==> src/core/baud_clk_pkg.sv <==
// Purpose: Shared constants for the baud clock generation block.
// Assumes: 8-bit register port, 40 MHz reference clock.
// Notes:   Offsets are indexes in the channel's indexed control set.
package baud_clk_pkg;
  // Register indexes and address width.
  localparam int unsigned ADDR_W          = 4;
  localparam logic [3:0]  IDX_PRESCALE    = 4'h1;
  localparam logic [3:0]  IDX_SAMPLE      = 4'h2;
  localparam logic [3:0]  IDX_CLK_SRC     = 4'h3;
  localparam logic [3:0]  IDX_MODE        = 4'h4;
  localparam logic [3:0]  IDX_DIV_LOW     = 4'h5;
  localparam logic [3:0]  IDX_DIV_HIGH    = 4'h6;
  localparam logic [3:0]  IDX_STATUS      = 4'h7;
  // Field positions.
  localparam int unsigned SRC_TX_ISO_BIT  = 7;
  localparam int unsigned SRC_DTR_CLK_BIT = 4;
  localparam int unsigned SRC_RX_ISO_BIT  = 3;
  localparam int unsigned MODE_PRE_EN_BIT = 7;
  localparam int unsigned MODE_ENH_BIT    = 4;
  // Reset values.
  localparam logic [7:0]  PRESCALE_RST    = 8'h08;
  localparam logic [7:0]  SAMPLE_RST      = 8'h00;
  localparam logic [7:0]  CLK_SRC_RST     = 8'h00;
  localparam logic [7:0]  DIV_LOW_RST     = 8'h01;
  localparam logic [7:0]  DIV_HIGH_RST    = 8'h00;
  // Sample counts.
  localparam logic [4:0]  SAMPLE_DEFAULT  = 5'h10;
  localparam logic [3:0]  SAMPLE_MIN_CODE = 4'h4;
endpackage : baud_clk_pkg

==> src/core/frac_prescaler.sv <==
// Purpose: Fractional divider, one output pulse per M+N/8 enabled input cycles.
// Assumes: M of zero is treated as one.
// Notes:   Fraction is accumulated in eighths; intervals are M or M+1 cycles.
`timescale 1ns/1ps
`default_nettype none
module frac_prescaler
  import baud_clk_pkg::*;
(
  // Clock and control.
  input  wire logic       clk_in,
  input  wire logic       rst_in,
  input  wire logic       ce_in,
  // Setting.
  input  wire logic       bypass_in,
  input  wire logic [7:0] ratio_in,
  // Output pulse.
  output logic            tick_out
);
  typedef struct packed {
    logic [4:0] cnt;
    logic [2:0] acc;
    logic       extra;
    logic       tick;
  } pre_state_t;

  pre_state_t s_r;
  pre_state_t s_nxt;
  logic [4:0] m_val;
  logic [3:0] sum;

  // Next state: count M cycles, add one extra when the eighths overflow.
  always_comb
  begin
    s_nxt   = s_r;
    m_val   = (ratio_in[7:3] == 5'h00) ? 5'h01 : ratio_in[7:3];
    sum     = {1'b0, s_r.acc} + {1'b0, ratio_in[2:0]};
    s_nxt.tick = 1'b0;
    if (bypass_in)
    begin
      s_nxt.tick = 1'b1;
      s_nxt.cnt  = 5'h00;
      s_nxt.acc  = 3'h0;
      s_nxt.extra = 1'b0;
    end
    // eighths accumulate; a carry stretches the next interval by one cycle.
    else if ({1'b0, s_r.cnt} + 6'h01 >= {1'b0, m_val} + {5'h00, s_r.extra})
    begin
      s_nxt.tick  = 1'b1;
      s_nxt.cnt   = 5'h00;
      s_nxt.acc   = sum[2:0];
      s_nxt.extra = sum[3]; // Carry: the next interval is M+1 cycles.
    end
    else
      s_nxt.cnt = s_r.cnt + 5'h01;
  end

  always_ff @(posedge clk_in)
  begin
    if (rst_in)
      s_r <= '0;
    else if (ce_in)
      s_r <= s_nxt;
  end

  assign tick_out = s_r.tick;
endmodule : frac_prescaler
`default_nettype wire

==> src/core/baud_clk_gen.sv <==
// Purpose: Baud and sample clock generation for one serial channel.
// Assumes: Register port with one-cycle read latency; external clocks are pins.
// Notes:
// Notes on behaviour
// - Prescaler divides reference clock by M plus N eighths from prescale register.
// - Prescaler disable bypasses it as divide-by-one, also the reset state.
// - Prescaler enable changes accepted only while enhanced mode bit is set.
// - Prescale register sits at index 0x01.
// - Sample clock register sits at index 0x02.
// - Sample clock register resets to 0x00, meaning 16 cycles per bit.
// - Codes 0..3 give 16 cycles; codes 4..15 give their own value.
// - Upper four bits of sample clock register read zero.
// - Writing 0x01, 0x10, 0x11 gives 16 cycles, not isochronous mode.
// - Sample clock register reads back the low four bits of the value last written.
// - Sample setting ignored by a side running isochronous.
// - Sample setting works without enhanced mode.
// - External clocks: transmitter from ring pin, receiver from data-set-ready pin.
// - Clock select bit 7 makes transmitter isochronous, bit 3 the receiver.
// - Isochronous side shifts one bit per external clock cycle.
// - Local transmit bit clock can be driven out on the terminal-ready pin.
// - Baud divider uses 16-bit divisor from low and high bytes.
//
// Implementation choice: the address-and-strobe port.
`timescale 1ns/1ps
`default_nettype none
module baud_clk_gen
  import baud_clk_pkg::*;
(
  // Clock, reset, enable.
  input  wire logic              REF_CLK_IN,
  input  wire logic              RST_IN,
  input  wire logic              CE_IN,
  // Register port.
  input  wire logic [ADDR_W-1:0] ADDR_IN,
  input  wire logic [7:0]        WDATA_IN,
  input  wire logic              WR_IN,
  input  wire logic              RD_IN,
  output logic      [7:0]        RDATA_OUT,
  // External bit clocks, active-low pins.
  input  wire logic              RING_N_IN,
  input  wire logic              DSR_N_IN,
  // Bit clock strobes to the shifters.
  output logic                   TX_SAMPLE_OUT,
  output logic                   TX_BIT_OUT,
  output logic                   RX_SAMPLE_OUT,
  output logic                   RX_BIT_OUT,
  // Terminal-ready pin level.
  output logic                   DTR_N_OUT
);
  typedef struct packed {
    logic [7:0]  prescale;
    logic [7:0]  sample;
    logic [7:0]  clk_src;
    logic        enh;
    logic        pre_en;
    logic [7:0]  div_lo;
    logic [7:0]  div_hi;
    logic [15:0] div_cnt;
    logic [4:0]  tx_cnt;
    logic [4:0]  rx_cnt;
    logic [1:0]  ri_sync;
    logic [1:0]  dsr_sync;
    logic        ri_prev;
    logic        dsr_prev;
    logic        tx_samp;
    logic        tx_bit;
    logic        rx_samp;
    logic        rx_bit;
    logic        bit_clk;
    logic        dtr_n;
    logic [7:0]  rdata;
  } gen_state_t;

  gen_state_t s_r;
  gen_state_t s_nxt;
  logic       pre_tick;
  logic [4:0] per_bit;
  logic [15:0] div_val;
  logic       nx_tick;
  logic       tx_iso;
  logic       rx_iso;
  logic       ri_rise;
  logic       dsr_rise;

  // Fractional prescaler stage.
  frac_prescaler u_pre (
    .clk_in    (REF_CLK_IN),
    .rst_in    (RST_IN),
    .ce_in     (CE_IN),
    .bypass_in (~s_r.pre_en),
    .ratio_in  (s_r.prescale),
    .tick_out  (pre_tick)
  );

  // Next-state logic for registers, dividers and strobes.
  always_comb
  begin
    s_nxt = s_r;
    // map code to cycles per bit.
    // small codes fall back to 16.
    per_bit = (s_r.sample[3:0] < SAMPLE_MIN_CODE) ? SAMPLE_DEFAULT : {1'b0, s_r.sample[3:0]};
    // zero divisor is treated as one.
    div_val = {s_r.div_hi, s_r.div_lo};
    if (div_val == 16'h0000)
      div_val = 16'h0001;
    nx_tick = 1'b0;
    tx_iso  = s_r.clk_src[SRC_TX_ISO_BIT];
    rx_iso  = s_r.clk_src[SRC_RX_ISO_BIT];
    // edges of the synchronised external clocks.
    ri_rise  = s_r.ri_sync[1] & ~s_r.ri_prev;
    dsr_rise = s_r.dsr_sync[1] & ~s_r.dsr_prev;
    s_nxt.ri_sync  = {s_r.ri_sync[0], ~RING_N_IN};
    s_nxt.dsr_sync = {s_r.dsr_sync[0], ~DSR_N_IN};
    s_nxt.ri_prev  = s_r.ri_sync[1];
    s_nxt.dsr_prev = s_r.dsr_sync[1];
    s_nxt.tx_samp = 1'b0;
    s_nxt.tx_bit  = 1'b0;
    s_nxt.rx_samp = 1'b0;
    s_nxt.rx_bit  = 1'b0;

    if (pre_tick)
    begin
      if (s_r.div_cnt + 16'h0001 >= div_val)
      begin
        s_nxt.div_cnt = 16'h0000;
        nx_tick       = 1'b1;
      end
      else
        s_nxt.div_cnt = s_r.div_cnt + 16'h0001;
    end

    // sample count only for a non-isochronous side.
    // isochronous side pulses once per external clock cycle.
    if (tx_iso)
    begin
      s_nxt.tx_samp = ri_rise;
      s_nxt.tx_bit  = ri_rise;
      s_nxt.tx_cnt  = 5'h00;
    end
    else if (nx_tick)
    begin
      s_nxt.tx_samp = 1'b1;
      if (s_r.tx_cnt + 5'h01 >= per_bit)
      begin
        s_nxt.tx_cnt = 5'h00;
        s_nxt.tx_bit = 1'b1;
      end
      else
        s_nxt.tx_cnt = s_r.tx_cnt + 5'h01;
    end
    if (rx_iso)
    begin
      s_nxt.rx_samp = dsr_rise;
      s_nxt.rx_bit  = dsr_rise;
      s_nxt.rx_cnt  = 5'h00;
    end
    else if (nx_tick)
    begin
      s_nxt.rx_samp = 1'b1;
      if (s_r.rx_cnt + 5'h01 >= per_bit)
      begin
        s_nxt.rx_cnt = 5'h00;
        s_nxt.rx_bit = 1'b1;
      end
      else
        s_nxt.rx_cnt = s_r.rx_cnt + 5'h01;
    end

    // Local bit clock toggles at each transmit bit strobe.
    if (s_nxt.tx_bit)
      s_nxt.bit_clk = ~s_r.bit_clk;
    // bit clock on the terminal-ready pin when selected.
    s_nxt.dtr_n = s_r.clk_src[SRC_DTR_CLK_BIT] ? s_r.bit_clk : 1'b1;

    // Register writes.
    if (WR_IN)
    begin
      case (ADDR_IN)
        IDX_PRESCALE: s_nxt.prescale = WDATA_IN;
        IDX_SAMPLE:   s_nxt.sample = WDATA_IN;
        IDX_CLK_SRC:  s_nxt.clk_src = WDATA_IN;
        IDX_MODE:
        begin
          s_nxt.enh = WDATA_IN[MODE_ENH_BIT];
          // enable changes only in enhanced mode.
          if (s_r.enh)
            s_nxt.pre_en = WDATA_IN[MODE_PRE_EN_BIT];
        end
        IDX_DIV_LOW:  s_nxt.div_lo = WDATA_IN;
        IDX_DIV_HIGH: s_nxt.div_hi = WDATA_IN;
        default:      s_nxt.div_cnt = s_nxt.div_cnt;
      endcase
    end

    // Register reads, data valid the following cycle.
    s_nxt.rdata = 8'h00;
    if (RD_IN)
    begin
      case (ADDR_IN)
        IDX_PRESCALE: s_nxt.rdata = s_r.prescale;
        IDX_SAMPLE:   s_nxt.rdata = {4'h0, s_r.sample[3:0]};
        IDX_CLK_SRC:  s_nxt.rdata = s_r.clk_src;
        IDX_MODE:     s_nxt.rdata = {s_r.pre_en, 2'h0, s_r.enh, 4'h0};
        IDX_DIV_LOW:  s_nxt.rdata = s_r.div_lo;
        IDX_DIV_HIGH: s_nxt.rdata = s_r.div_hi;
        IDX_STATUS:   s_nxt.rdata = {3'h0, s_r.tx_cnt};
        default:      s_nxt.rdata = 8'h00;
      endcase
    end
  end

  // State register; clock enable freezes everything.
  always_ff @(posedge REF_CLK_IN)
  begin
    if (RST_IN)
    begin
      s_r          <= '0;
      s_r.sample   <= SAMPLE_RST;
      s_r.pre_en   <= 1'b0;
      s_r.prescale <= PRESCALE_RST;
      s_r.clk_src  <= CLK_SRC_RST;
      s_r.div_lo   <= DIV_LOW_RST;
      s_r.div_hi   <= DIV_HIGH_RST;
      s_r.dtr_n    <= 1'b1;
    end
    else if (CE_IN)
      s_r <= s_nxt;
  end

  assign RDATA_OUT     = s_r.rdata;
  assign TX_SAMPLE_OUT = s_r.tx_samp;
  assign TX_BIT_OUT    = s_r.tx_bit;
  assign RX_SAMPLE_OUT = s_r.rx_samp;
  assign RX_BIT_OUT    = s_r.rx_bit;
  assign DTR_N_OUT     = s_r.dtr_n;

  a_pre_en_gate: assert property (@(posedge REF_CLK_IN) disable iff (RST_IN)
    (CE_IN && WR_IN && ADDR_IN == IDX_MODE && !s_r.enh) |=> $stable(s_r.pre_en))
    else $error("Prescaler enable changed outside enhanced mode.");

  // bypass gives a tick every cycle.
  a_bypass_tick: assert property (@(posedge REF_CLK_IN) disable iff (RST_IN)
    (CE_IN && !s_r.pre_en) ##1 CE_IN |-> pre_tick)
    else $error("Bypassed prescaler did not tick every cycle.");

  // upper nibble of sample read is zero.
  a_sample_upper: assert property (@(posedge REF_CLK_IN) disable iff (RST_IN)
    (CE_IN && RD_IN && ADDR_IN == IDX_SAMPLE) |=> RDATA_OUT[7:4] == 4'h0)
    else $error("Sample register upper bits not zero.");

  // read returns last written low nibble.
  a_sample_back: assert property (@(posedge REF_CLK_IN) disable iff (RST_IN)
    (CE_IN && WR_IN && ADDR_IN == IDX_SAMPLE) ##1 (CE_IN && RD_IN && ADDR_IN == IDX_SAMPLE)
    |=> RDATA_OUT[3:0] == $past(WDATA_IN[3:0], 2))
    else $error("Sample register read-back mismatch.");

  a_sample_map: assert property (@(posedge REF_CLK_IN) disable iff (RST_IN)
    (s_r.sample[3:0] < 4'h4) |-> per_bit == 5'h10)
    else $error("Low sample code did not select sixteen.");

  a_sample_rst: assert property (@(posedge REF_CLK_IN)
    $past(RST_IN) |-> s_r.sample == 8'h00)
    else $error("Sample register not cleared by reset.");

  a_tx_iso_bit: assert property (@(posedge REF_CLK_IN) disable iff (RST_IN)
    (CE_IN && tx_iso && ri_rise) |=> TX_BIT_OUT)
    else $error("Isochronous transmit bit strobe missing.");

  // terminal-ready idle high when clock output off.
  a_dtr_idle: assert property (@(posedge REF_CLK_IN) disable iff (RST_IN)
    (CE_IN && !s_r.clk_src[SRC_DTR_CLK_BIT]) |=> DTR_N_OUT)
    else $error("Terminal-ready pin not idle.");

  a_rx_iso_bit: assert property (@(posedge REF_CLK_IN) disable iff (RST_IN)
    (CE_IN && rx_iso && dsr_rise) |=> RX_BIT_OUT)
    else $error("Isochronous receive bit strobe missing.");

  // transmit sample count idles in isochronous mode.
  a_tx_iso_idle: assert property (@(posedge REF_CLK_IN) disable iff (RST_IN)
    (CE_IN && tx_iso) |=> s_r.tx_cnt == 5'h00)
    else $error("Transmit sample count ran in isochronous mode.");

  // receive sample count idles in isochronous mode.
  a_rx_iso_idle: assert property (@(posedge REF_CLK_IN) disable iff (RST_IN)
    (CE_IN && rx_iso) |=> s_r.rx_cnt == 5'h00)
    else $error("Receive sample count ran in isochronous mode.");

  // a divisor of one passes every prescaled tick.
  a_div_one: assert property (@(posedge REF_CLK_IN) disable iff (RST_IN)
    (CE_IN && pre_tick && !tx_iso && div_val == 16'h0001) |=> TX_SAMPLE_OUT)
    else $error("Divisor of one dropped a sample strobe.");

  // enable write taken while enhanced mode is set.
  a_pre_en_take: assert property (@(posedge REF_CLK_IN) disable iff (RST_IN)
    (CE_IN && WR_IN && ADDR_IN == IDX_MODE && s_r.enh)
    |=> s_r.pre_en == $past(WDATA_IN[MODE_PRE_EN_BIT]))
    else $error("Prescaler enable write lost in enhanced mode.");
endmodule : baud_clk_gen
`default_nettype wire

==> config.mk <==
export PLATFORM = sky130hd
export DESIGN_NAME = baud_clk_gen
export DESIGN_NICKNAME = d
export VERILOG_FILES = /design/src/core/baud_clk_pkg.sv /design/src/core/frac_prescaler.sv /design/src/core/baud_clk_gen.sv
export SDC_FILE = /design/constraint.sdc
export NUM_CORES = 1
export LEC_CHECK = 0
export BUFFER_PORTS_ARGS = -buffer_cell sky130_fd_sc_hd__buf_2
export CAP_MARGIN = 20
export CORE_MARGIN = 4
export CORE_UTILIZATION = 40
export DETAILED_ROUTE_END_ITERATION = 8
export PLACE_DENSITY = 0.67
export SYNTH_ARGS = -nofsm -noshare
export SYNTH_HDL_FRONTEND = slang
export SYNTH_HIERARCHICAL = 1
export SYNTH_SLANG_ARGS = --single-unit
==> constraint.sdc <==
create_clock -name REF_CLK_IN -period 10.2 [get_ports REF_CLK_IN]
set_clock_uncertainty 0.15 [all_clocks]
set_input_delay 2.04 -clock REF_CLK_IN [delete_from_list [all_inputs] [get_ports REF_CLK_IN]]
set_output_delay 2.04 -clock REF_CLK_IN [all_outputs]
set_load 0.005 [all_outputs]
# Word level (Yosys, flattened, before mapping)
# Index checks and enable logic that the tools add are counted.
# op_classes
n_addsub	7
magnitude_cmp	5
n_eq_ne	8
muxes	25
bitwise_logic	7
reduce_logical	15
# ops
operator	count
8-bit case mux with 7 select lines	1
5-bit 2-to-1 mux	10
16-bit 2-to-1 mux	3
3-bit AND reduction	6
16-bit by 1-bit adder with 16-bit output, second input constant	1
4-bit by 3-bit == test with 1-bit output, second input constant	4
16-bit >= comparator	1
16-bit logical NOT	1
5-bit by 1-bit adder with 5-bit output, second input constant	3
5-bit >= comparator	2
10-bit 2-to-1 mux	1
4-bit by 2-bit == test with 1-bit output, second input constant	2
2-bit 2-to-1 mux	4
8-bit 2-to-1 mux	1
2-bit AND reduction	4
5-bit by 1-bit adder with 6-bit output	1
5-bit by 1-bit adder with 6-bit output, second input constant	1
6-bit >= comparator	1
5-bit logical NOT	1
1-bit 2-to-1 mux	5
1-bit inverter	5
3-bit by 3-bit adder with 4-bit output	1
4-bit by 1-bit == test with 1-bit output, second input constant	1
4-bit by 3-bit less-than comparator with 1-bit output, second input constant	1
other kinds (4)	6
# totals
register_bits	98
in_bits	19
out_inout_bits	13

# Logic depth before layout (Yosys ltp)
# Gate-level depths: netlist of the first run.
# logic_depth
word_depth	8
ltp_mapped	14

# Cells and area by module
# Netlist of the first run, hierarchy kept.
# modules_own_cells
mod	instances	cells_each	area_each_um2
baud_clk_gen	1	560	4672.0
frac_prescaler	1	95	794.5

# Worst setup path before layout of the first run
# Ideal clock, no wire load.
# synth_timing
kind	register -> register
from	register s_r[30] (netlist name)
to	register s_r[9] (netlist name)
arrival_time_ns	3.548
required_time_ns	9.929
setup_slack_ns	6.381
path_stages_with_launch	14
cell_sequence	dfxtp_1 ha_1 nand2_1 nor3_1 nand3_1 xnor2_1 ha_1 nand4_2 or3_1 or4_1 buf_2 a311oi_4 o211ai_2 mux2_4
# synth_between
elab_chain_cells	7
# synth_lines
item	line	text
from (decl)	baud_clk_gen.sv:74	gen_state_t s_r;
from (signal assigned)	baud_clk_gen.sv:227	s_r <= s_nxt;
16-bit by 1-bit adder with 16-bit output	baud_clk_gen.sv:123	if (s_r.div_cnt + 16'h0001 >= div_val)
16-bit >= comparator	baud_clk_gen.sv:123	
1-bit 2-to-1 mux	baud_clk_gen.sv:123	
1-bit 2-to-1 mux	baud_clk_gen.sv:121	if (pre_tick)
2-bit 2-to-1 mux	baud_clk_gen.sv:140	else if (nx_tick)
2-bit 2-to-1 mux	baud_clk_gen.sv:134	if (tx_iso)
2-bit AND reduction (no line)	n/a	
# Every way passes these cells.
# A chain may end at the register's enable or synchronous reset.

# Final worst setup path of the first run
# layout_timing
from	register s_r[30] (netlist name)
to	register s_r[37] (netlist name)
# layout_between
elab_chain_cells	4
# layout_lines
item	line
16-bit by 1-bit adder with 16-bit output (*)	baud_clk_gen.sv:123, baud_clk_gen.sv:129
16-bit >= comparator	baud_clk_gen.sv:123
16-bit 2-to-1 mux (*)	baud_clk_gen.sv:123
16-bit 2-to-1 mux (*)	baud_clk_gen.sv:121
# Mark *: on every way between the ends. The rest lies on a longest branch, timed or not.

==> results_tabular.tex, run 1 <==
\begin{tabular}{lr}
\hline
Metric & Value \\
\hline
\multicolumn{2}{l}{\textbf{Synthesis}} \\
Synth Area in Compound Gates & 0.1659 \\
EDFF count, synth & 0 \\
Share of the yosys chip area belonging to registers & 0.3442 \\
Primary FF master, synth & sky130\_fd\_sc\_hd\_\_dfxtp\_1 \\
Syn Area/Cell & around 8.3 um2 \\
Fraction of synthesized area in multiplexers & 0.06157 \\
Proportion of synthesized flip-flops having asynchronous set or reset & 0 \\
Synth top area share & 0.3442 \\
Simple-gate portion of the synthesized area & 0.2337 \\
Top cells by count, synth & sky130\_fd\_sc\_hd\_\_dfxtp\_1 (94), sky130\_fd\_sc\_hd\_\_nand2\_1 (79), sky130\_fd\_sc\_hd\_\_nor2\_1 (54), sky130\_fd\_sc\_hd\_\_a21oi\_1 (46), sky130\_fd\_sc\_hd\_\_ha\_1 (41) \\
Netlist Area Pre-Place & roughly 5500 um2 \\
Adder-cell area share of the yosys netlist & 0.09751 \\
Post-Syn Nets & just over 700 \\
Post-synthesis cell count & between 600 and 700 \\
Main combinational cell family by area after synthesis & simple AND/OR/NAND/NOR gates \\
Xor/xnor cell area share of the yosys netlist & 0.04326 \\
Cell with the most instances after synthesis & sky130\_fd\_sc\_hd\_\_dfxtp\_1 \\
Cell type contributing the most total cell area after synthesis & sky130\_fd\_sc\_hd\_\_dfxtp\_1 \\
Cells taking the most area after synthesis & sky130\_fd\_sc\_hd\_\_dfxtp\_1 (34\%), sky130\_fd\_sc\_hd\_\_ha\_1 (9.4\%), sky130\_fd\_sc\_hd\_\_mux2i\_1 (5.7\%), sky130\_fd\_sc\_hd\_\_nand2\_1 (5.4\%), sky130\_fd\_sc\_hd\_\_a21oi\_1 (4.2\%) \\
Warnings from Yosys & 6 \\
Number of unique standard cell types used by synthesis & slightly above 60 \\
Flip-flop and latch count after synthesis & 94 \\
\multicolumn{2}{l}{\textbf{Pwr}} \\
Switching power & 190.5 uW \\
Portion of total power attributed to the clock network & 0.459 \\
Total power consumption of the routed design & 794.3 uW \\
Sequential share of power & 0.473 \\
Static leakage & roughly 2.3 nW \\
Share of total power consumed by net switching & 0.2399 \\
Total power divided by cell area & around 130 nW/um2 \\
Part of the total power dissipated in combinational logic & 0.068 \\
Worst voltage drop across the vdd grid & 0.1221 mV \\
Internal power & a little over 600 uW \\
\multicolumn{2}{l}{\textbf{Timing}} \\
Maximum operating frequency & about 220 MHz \\
Portion of the clock cycle consumed by the worst path in the final layout & 0.4430 \\
Final hold vios & 0 \\
Final worst path period need & 4.518 ns \\
Slew Viols, Final & 0 \\
Setup ws final & $\sim$5.7 ns \\
Number of setup violations in the final report & 0 \\
Hold\_ws & $\sim$0.32 ns \\
Pin slew with the least headroom to its limit & 0.9991 ns \\
Fin Setup TNS & 0 ns \\
RSZ-0062 raised after global routing & false \\
Relative slew slack & 0.3326 \\
\multicolumn{2}{l}{\textbf{Clock tree}} \\
Clock insertion delay at the later pin of the skew report & around 0.36 ns \\
Total CTS buffers & 9 \\
Post\_cts resized & 0 \\
TritonCTS sink count & 94 \\
Hold\_buf cts & 0 \\
Clock slew seen by the registers of the worst setup and hold paths & $\sim$0.06 ns \\
Buffers from clock root to sink, at most & 2 \\
Number of levels the H-tree was split into & 3 \\
Buffer type at the clock tree root & sky130\_fd\_sc\_hd\_\_clkbuf\_16 \\
TritonCTS clock tree & yes \\
Total setup buffers inserted after CTS & 0 \\
\multicolumn{2}{l}{\textbf{Setup path}} \\
Setup CP Type & register to register \\
Endpoint kind of the worst setup timing path & register \\
Number of cell instances on the worst register-to-register path & 12 \\
Critical path peak fanout & 12 \\
Worst flop-to-flop path endpoint & s\_r[37] \\
Startpoint of the most critical register-to-register path & s\_r[30] \\
Crit-path cells & ha\_1, nand2\_1, nor3\_1, nand3\_1, xnor2\_1, ha\_1, nand4\_2, nor2\_1, nor3\_1, nand4\_1, or3\_1, a31oi\_1 \\
Data arrival time of the worst path & 4.65 ns \\
Critical Path Source Type & register \\
Slowest cell delay on critical path & around 0.61 ns \\
Required time of the critical path & between 10 and 15 ns \\
Critical-path top delay cell & sky130\_fd\_sc\_hd\_\_nand4\_1 \\
Worst-case register-to-register setup slack & between 5 and 6 ns \\
\multicolumn{2}{l}{\textbf{GRT}} \\
Number of antenna violations at the first check in global routing & 0 \\
First-pass GRT wire length & 23810 um \\
Maximum number of pins on one net before global-route repair & 66 \\
Via count of the first global-routing pass & $\sim$4700 \\
Total grt overflow & 0 \\
All-Layer GR Usage & 0.1863 \\
\multicolumn{2}{l}{\textbf{Floorplanning}} \\
Total I/O pin count & 32 \\
Initial cell density of the core & 0.4112 \\
Die Ht & 124.9 um \\
Row Count & 42 \\
Core footprint & 13300 um2 \\
Horizontal die dimension & $\sim$120 um \\
Die area & 15600 um2 \\
\multicolumn{2}{l}{\textbf{Cells and area}} \\
Area added between synthesis and finish & 9.590\% \\
Number of inserted diodes & 0 \\
Utilization after layout & 0.4506 \\
Final Non-Filler Cells & 843 \\
Net count reported at finish & 723 \\
Post-route design area & between 5000 and 6000 um2 \\
Fraction of final layout cells sized beyond drive strength 1 & 0.09595 \\
\multicolumn{2}{l}{\textbf{Route}} \\
Routed via count & about 4800 \\
Wire length after detailed routing & between 10000 and 15000 um \\
Starting DRC count in detailed routing & 410 \\
DRC errors left & 0 \\
Final routed wire length divided by cell count & about 17 um \\
Number of vias per cell after detailed routing & 5.743 \\
Detail Route Antenna Nets & 0 \\
Total iterations of the first detailed-routing run & 5 \\
\multicolumn{2}{l}{\textbf{Placement}} \\
Number of port buffers & 31 \\
Post-Place Cell Area & around 5700 um2 \\
Dpl hpwl & roughly 11000 um \\
Post-placement setup slack & approximately 5.6 ns \\
Number of placed cells counting well taps & approximately 830 \\
Final GP Congestion & about 0.9 \\
\multicolumn{2}{l}{\textbf{Hold path}} \\
Worst min-delay path endpoint & RDATA\_OUT[1] \\
Hold Path Depth & 2 \\
Beginning of the worst hold path & RDATA\_OUT[1] \\
Class of the tightest hold or removal check & register to register \\
\multicolumn{2}{l}{\textbf{Job}} \\
Reported max-cap violation count & 0 \\
\multicolumn{2}{l}{\textbf{Status}} \\
Status & finished clean \\
\hline
\end{tabular}
==> registers in the layout, indices dropped and copies added (netlist names), 4 cells and up <==
register   count
s_nxt          4
s_r           66
u_pre/s_r      9
RDATA_OUT      8
==> worst max-delay path by stage <==
stage,from,end,cells after the start
finish,s_r[30],s_r[37],12
detailed placement,CE_IN,s_r[37],6
CTS,s_r[30],s_r[37],12
global placement,CE_IN,s_r[35],6
floorplan,s_r[30],s_r[9],13
global route,s_r[30],s_r[35],12
==> placed cells by master, fill, tap and decap left out, types with 6 or more instances in the layout <==
master                      Yosys  layout
sky130_fd_sc_hd__a211oi_1       7       7
sky130_fd_sc_hd__a21o_1         6       6
sky130_fd_sc_hd__a21oi_1       46      46
sky130_fd_sc_hd__a22oi_1       15      15
sky130_fd_sc_hd__a31oi_1        6       6
sky130_fd_sc_hd__and3_1         8       8
sky130_fd_sc_hd__buf_2          1      31
sky130_fd_sc_hd__clkbuf_16      0       9
sky130_fd_sc_hd__dfxtp_1       94      94
sky130_fd_sc_hd__ha_1          41      41
sky130_fd_sc_hd__inv_1         28      28
sky130_fd_sc_hd__mux2i_1       31      31
sky130_fd_sc_hd__nand2_1       79      79
sky130_fd_sc_hd__nand2b_1       9       9
sky130_fd_sc_hd__nand3_1       40      40
sky130_fd_sc_hd__nand3b_1       6       6
sky130_fd_sc_hd__nor2_1        54      54
sky130_fd_sc_hd__nor2b_1        7       7
sky130_fd_sc_hd__nor3_1        18      18
sky130_fd_sc_hd__nor4_1         8       8
sky130_fd_sc_hd__o21ai_0       17      17
sky130_fd_sc_hd__or3_1          9       9
sky130_fd_sc_hd__xnor2_1       17      17
sky130_fd_sc_hd__xor2_1        10      10
==> critical path, delay by kind of cell, from the launching register on <==
family                     cells  cell delay [ns]
AOI/OAI and AO/OA              1             0.16
xor gates and xnor gates       1             0.20
adders and majority gates      2             0.68
DFF                            1             0.45
and+or+nand+nor                8             2.80
==> power groups by stage <==
stage / Sequential (mW) / Combinational [mW] / Clock (mW)
after floorplan: 0.382 / 0.0367 / 0
after global placement: 0.384 / 0.0516 / 0
after detailed placement: 0.384 / 0.0529 / 0
after CTS: 0.375 / 0.0533 / 0.371
after global routing: 0.376 / 0.0593 / 0.388
final: 0.376 / 0.0538 / 0.365
==> kinds of logic (layout without fill, tap and decap cells) <==
| logic type | count (synthesis) | in the layout |
|---|---|---|
| muxes | 33 | 33 |
| buffers and inverters | 66 | 78 |
| xor gates and xnor gates | 27 | 27 |
| adders and majority gates | 42 | 42 |
| AOI/OAI and AO/OA | 133 | 133 |
| and+or+nand+nor | 260 | 260 |
| DFF | 94 | 94 |
==> layer usage <==
metal  up-vias  global-route usage  share of wire
li1       2363                   -              -
met1      2313              0.2412           0.44
met2       141              0.3066           0.49
met3        24             0.04760          0.051
met4         0             0.05676          0.019
met5         -                   0              0
==> area by class of cell <==
cell class | count | area [um2]
clock inverter | 7 | 96.34
sequential | 94 | 1882
clock buffer | 9 | 225.2
fill | 1295 | 7305
timing repair buffer | 33 | 167.7
multi-input combinational | 495 | 3291
inverter | 29 | 108.9
tap | 176 | 220.2
Power figures use the tool's default switching activity.
==> inputs of run 2 (changes only) <==
==> constraint.sdc (replaced) <==
create_clock -name REF_CLK_IN -period 4.38 [get_ports REF_CLK_IN]
set_clock_uncertainty 0.15 [all_clocks]
set_input_delay 0.876 -clock REF_CLK_IN [delete_from_list [all_inputs] [get_ports REF_CLK_IN]]
set_output_delay 0.876 -clock REF_CLK_IN [all_outputs]
set_load 0.005 [all_outputs]
==> run 2 against run 1 <==
Against the previous run:
- critical path depth unchanged
- combinational power up 140%
- sequential power up 130%
- clock power up 110%
- first-iteration DRC count down 16%
- core utilization about the same
- via count down 1.4%
- design area about the same
- worst hold slack worse by 0.012 ns
- wire length down 3.3%
- maximum frequency up 9.0%
- total power up 120%
==> results_tabular.tex, run 2 (same netlist as run 1, synthesis figures left out) <==
\begin{tabular}{lr}
\hline
Metric & Value \\
\hline
\multicolumn{2}{l}{\textbf{Status}} \\
Status & finished clean \\
\multicolumn{2}{l}{\textbf{Cells and area}} \\
Fraction of final layout cells sized beyond drive strength 1 & 0.1012 (+0.005238) \\
Most common cell after layout, fill and taps aside & sky130\_fd\_sc\_hd\_\_dfxtp\_1 \\
Register bank with the most flops & s\_r \\
Final Non-Filler Cells & 848 (+0.59\%) \\
Most used cells in the layout excluding fill and tap cells & sky130\_fd\_sc\_hd\_\_dfxtp\_1 (94), sky130\_fd\_sc\_hd\_\_nand2\_1 (79), sky130\_fd\_sc\_hd\_\_nor2\_1 (54) \\
Largest register FFs & 66 (unchanged) \\
Net count reported at finish & 728 (+0.69\%) \\
Number of inserted diodes & 0 (unchanged) \\
Area added between synthesis and finish & 9.659\% (about the same) \\
Utilization after layout & 0.4509 (about the same) \\
\multicolumn{2}{l}{\textbf{Setup path}} \\
Critical path peak fanout & 12 (unchanged) \\
Data arrival time of the worst path & 4.23 ns (-0.42 ns) \\
Cell seen most often among critical-path stages & sky130\_fd\_sc\_hd\_\_and3\_1 \\
Worst-case register-to-register setup slack & 0.23 ns (-5.45 ns) \\
Endpoint kind of the worst setup timing path & register \\
Required time of the critical path & 4.47 ns (-5.86 ns) \\
Setup CP Type & register to register \\
Slowest cell delay on critical path & 0.57 ns (-0.04 ns) \\
Delay-heaviest family, CP & simple AND/OR/NAND/NOR gates \\
Number of buffers and inverters on the critical path & 0 (unchanged) \\
Critical Path Source Type & register \\
Critical-path top delay cell & sky130\_fd\_sc\_hd\_\_or4\_1 \\
Crit-path cells & and3\_1, nand3\_1, nor2\_1, and3\_1, xor2\_1, ha\_1, nand4\_2, or3\_1, or4\_1, nand4\_1, nor4b\_1, a311o\_1 \\
\multicolumn{2}{l}{\textbf{Pwr}} \\
Total power divided by cell area & 292.9 nW/um2 (+120\%) \\
Sequential share of power & 0.498 (+0.025) \\
Part of the total power dissipated in combinational logic & 0.072 (+0.004) \\
Static leakage & 2.313 nW (-0.22\%) \\
Internal power & 1.311 mW (+120\%) \\
Worst voltage drop across the vdd grid & 0.2090 mV (+71\%) \\
Share of total power consumed by net switching & 0.2534 (+0.01350) \\
Switching power & 444.9 uW (+130\%) \\
Portion of total power attributed to the clock network & 0.430 (-0.029) \\
\multicolumn{2}{l}{\textbf{Floorplanning}} \\
Initial cell density of the core & 0.4112 (unchanged) \\
Row Count & 42 (unchanged) \\
Total I/O pin count & 32 (unchanged) \\
Horizontal die dimension & 124.9 um (unchanged) \\
Die Ht & 124.9 um (unchanged) \\
Die area & 15600 um2 (unchanged) \\
Core footprint & 13300 um2 (unchanged) \\
\multicolumn{2}{l}{\textbf{GRT}} \\
Total grt overflow & 0 (unchanged) \\
Number of antenna violations at the first check in global routing & 0 (unchanged) \\
First-pass GRT wire length & 23200 um (-2.6\%) \\
All-Layer GR Usage & 0.1794 (-0.006900) \\
Via count of the first global-routing pass & 4610 (-0.99\%) \\
Maximum number of pins on one net before global-route repair & 48 (-27\%) \\
\multicolumn{2}{l}{\textbf{Clock tree}} \\
Total setup buffers inserted after CTS & 0 (unchanged) \\
Number of levels the H-tree was split into & 3 (unchanged) \\
Post\_cts resized & 0 (unchanged) \\
Clock insertion delay at the later pin of the skew report & 0.35 ns (about the same) \\
TritonCTS clock tree & yes \\
Total CTS buffers & 9 (unchanged) \\
Buffers from clock root to sink, at most & 2 (unchanged) \\
Hold\_buf cts & 0 (unchanged) \\
Buffer type at the clock tree root & sky130\_fd\_sc\_hd\_\_clkbuf\_16 \\
TritonCTS sink count & 94 (unchanged) \\
Clock slew seen by the registers of the worst setup and hold paths & 0.07 ns (about the same) \\
\multicolumn{2}{l}{\textbf{Timing}} \\
RSZ-0062 raised after global routing & false \\
Slew Viols, Final & 0 (unchanged) \\
Final worst path period need & 4.146 ns (-0.3721 ns) \\
Pin slew with the least headroom to its limit & 1.024 ns (+0.02462 ns) \\
Relative slew slack & 0.3161 (-0.01645) \\
Hold\_ws & 0.3059 ns (-0.01214 ns) \\
Setup ws final & 0.2337 ns (-5.448 ns) \\
Portion of the clock cycle consumed by the worst path in the final layout & 0.9466 (+0.5037) \\
Final hold vios & 0 (unchanged) \\
Fin Setup TNS & 0 ns (unchanged) \\
Maximum operating frequency & 241.2 MHz (+9.0\%) \\
Number of setup violations in the final report & 0 (unchanged) \\
\multicolumn{2}{l}{\textbf{Route}} \\
Wire length after detailed routing & 13880 um (-3.3\%) \\
Total iterations of the first detailed-routing run & 4 (-1) \\
Starting DRC count in detailed routing & 343 (-16\%) \\
Detail Route Antenna Nets & 0 (unchanged) \\
Routed via count & 4771 (-1.4\%) \\
DRC errors left & 0 (unchanged) \\
Final routed wire length divided by cell count & 16.37 um (-3.9\%) \\
Number of vias per cell after detailed routing & 5.626 (-2.0\%) \\
\multicolumn{2}{l}{\textbf{Hold path}} \\
Class of the tightest hold or removal check & register to register \\
\multicolumn{2}{l}{\textbf{Placement}} \\
Dpl hpwl & 10380 um (-2.1\%) \\
Post-placement setup slack & 0.3134 ns (-5.313 ns) \\
Number of port buffers & 31 (unchanged) \\
Number of placed cells counting well taps & 832 (+0.73\%) \\
Final GP Congestion & 0.9418 (+4.0\%) \\
\multicolumn{2}{l}{\textbf{Job}} \\
Reported max-cap violation count & 0 (unchanged) \\
\hline
\end{tabular}
run 2: cell types whose count changed in the layout (fill, tap and decap cells not counted), moves of 2 or more:
cell                         previous run  this run
sky130_fd_sc_hd__clkinv_2               2         0
sky130_fd_sc_hd__bufinv_16              2         0
sky130_fd_sc_hd__clkinvlp_4             0         3
sky130_fd_sc_hd__buf_4                  1         7
run 2: power by group through the flow:
stage / combinational [mW] / clock [mW] / sequential, mW
finish: 0.127 / 0.755 / 0.874
global route: 0.140 / 0.801 / 0.874
CTS: 0.126 / 0.774 / 0.874
detailed placement: 0.126 / 0 / 0.893
global placement: 0.123 / 0 / 0.893
floorplan: 0.0856 / 0 / 0.890
run 2: final timing paths:
check,depth (start not counted),end,start
setup reg to reg,12,s_r[38],s_r[33]
setup / recovery,12,s_r[38],s_r[33]
hold reg to reg,2,RDATA_OUT[0],RDATA_OUT[0]
hold / removal,2,RDATA_OUT[0],RDATA_OUT[0]
run 2: layout make-up:
type / instances / area, um2
fill: 1293 / 7301
multi-input combinational: 495 / 3291
timing repair buffer: 38 / 207.7
inverter: 29 / 108.9
clock buffer: 11 / 242.7
tap: 176 / 220.2
clock inverter: 5 / 42.54
sequential: 94 / 1882
run 2: tightest hold or removal path, delay by kind of cell, from the launching register on:
kind,cells,cell delay [ns]
flops,1,0.31
simple gates,1,0.05
compound gates,1,0.05
run 2: per-stage QoR:
step	total power, mW	cell area, um2
final	1.756	5995
after CTS	1.774	5995
after floorplan	0.9759	5466
after global placement	1.016	5709
after global routing	1.815	5995
after detailed placement	1.019	5709
run 2: routing by layer:
metal,track usage,up-vias,part of all wire
met4,0.05485,0,0.019
met2,0.3047,108,0.48
met5,0,-,0
met3,0.03902,19,0.043
met1,0.2284,2267,0.46
li1,-,2377,-
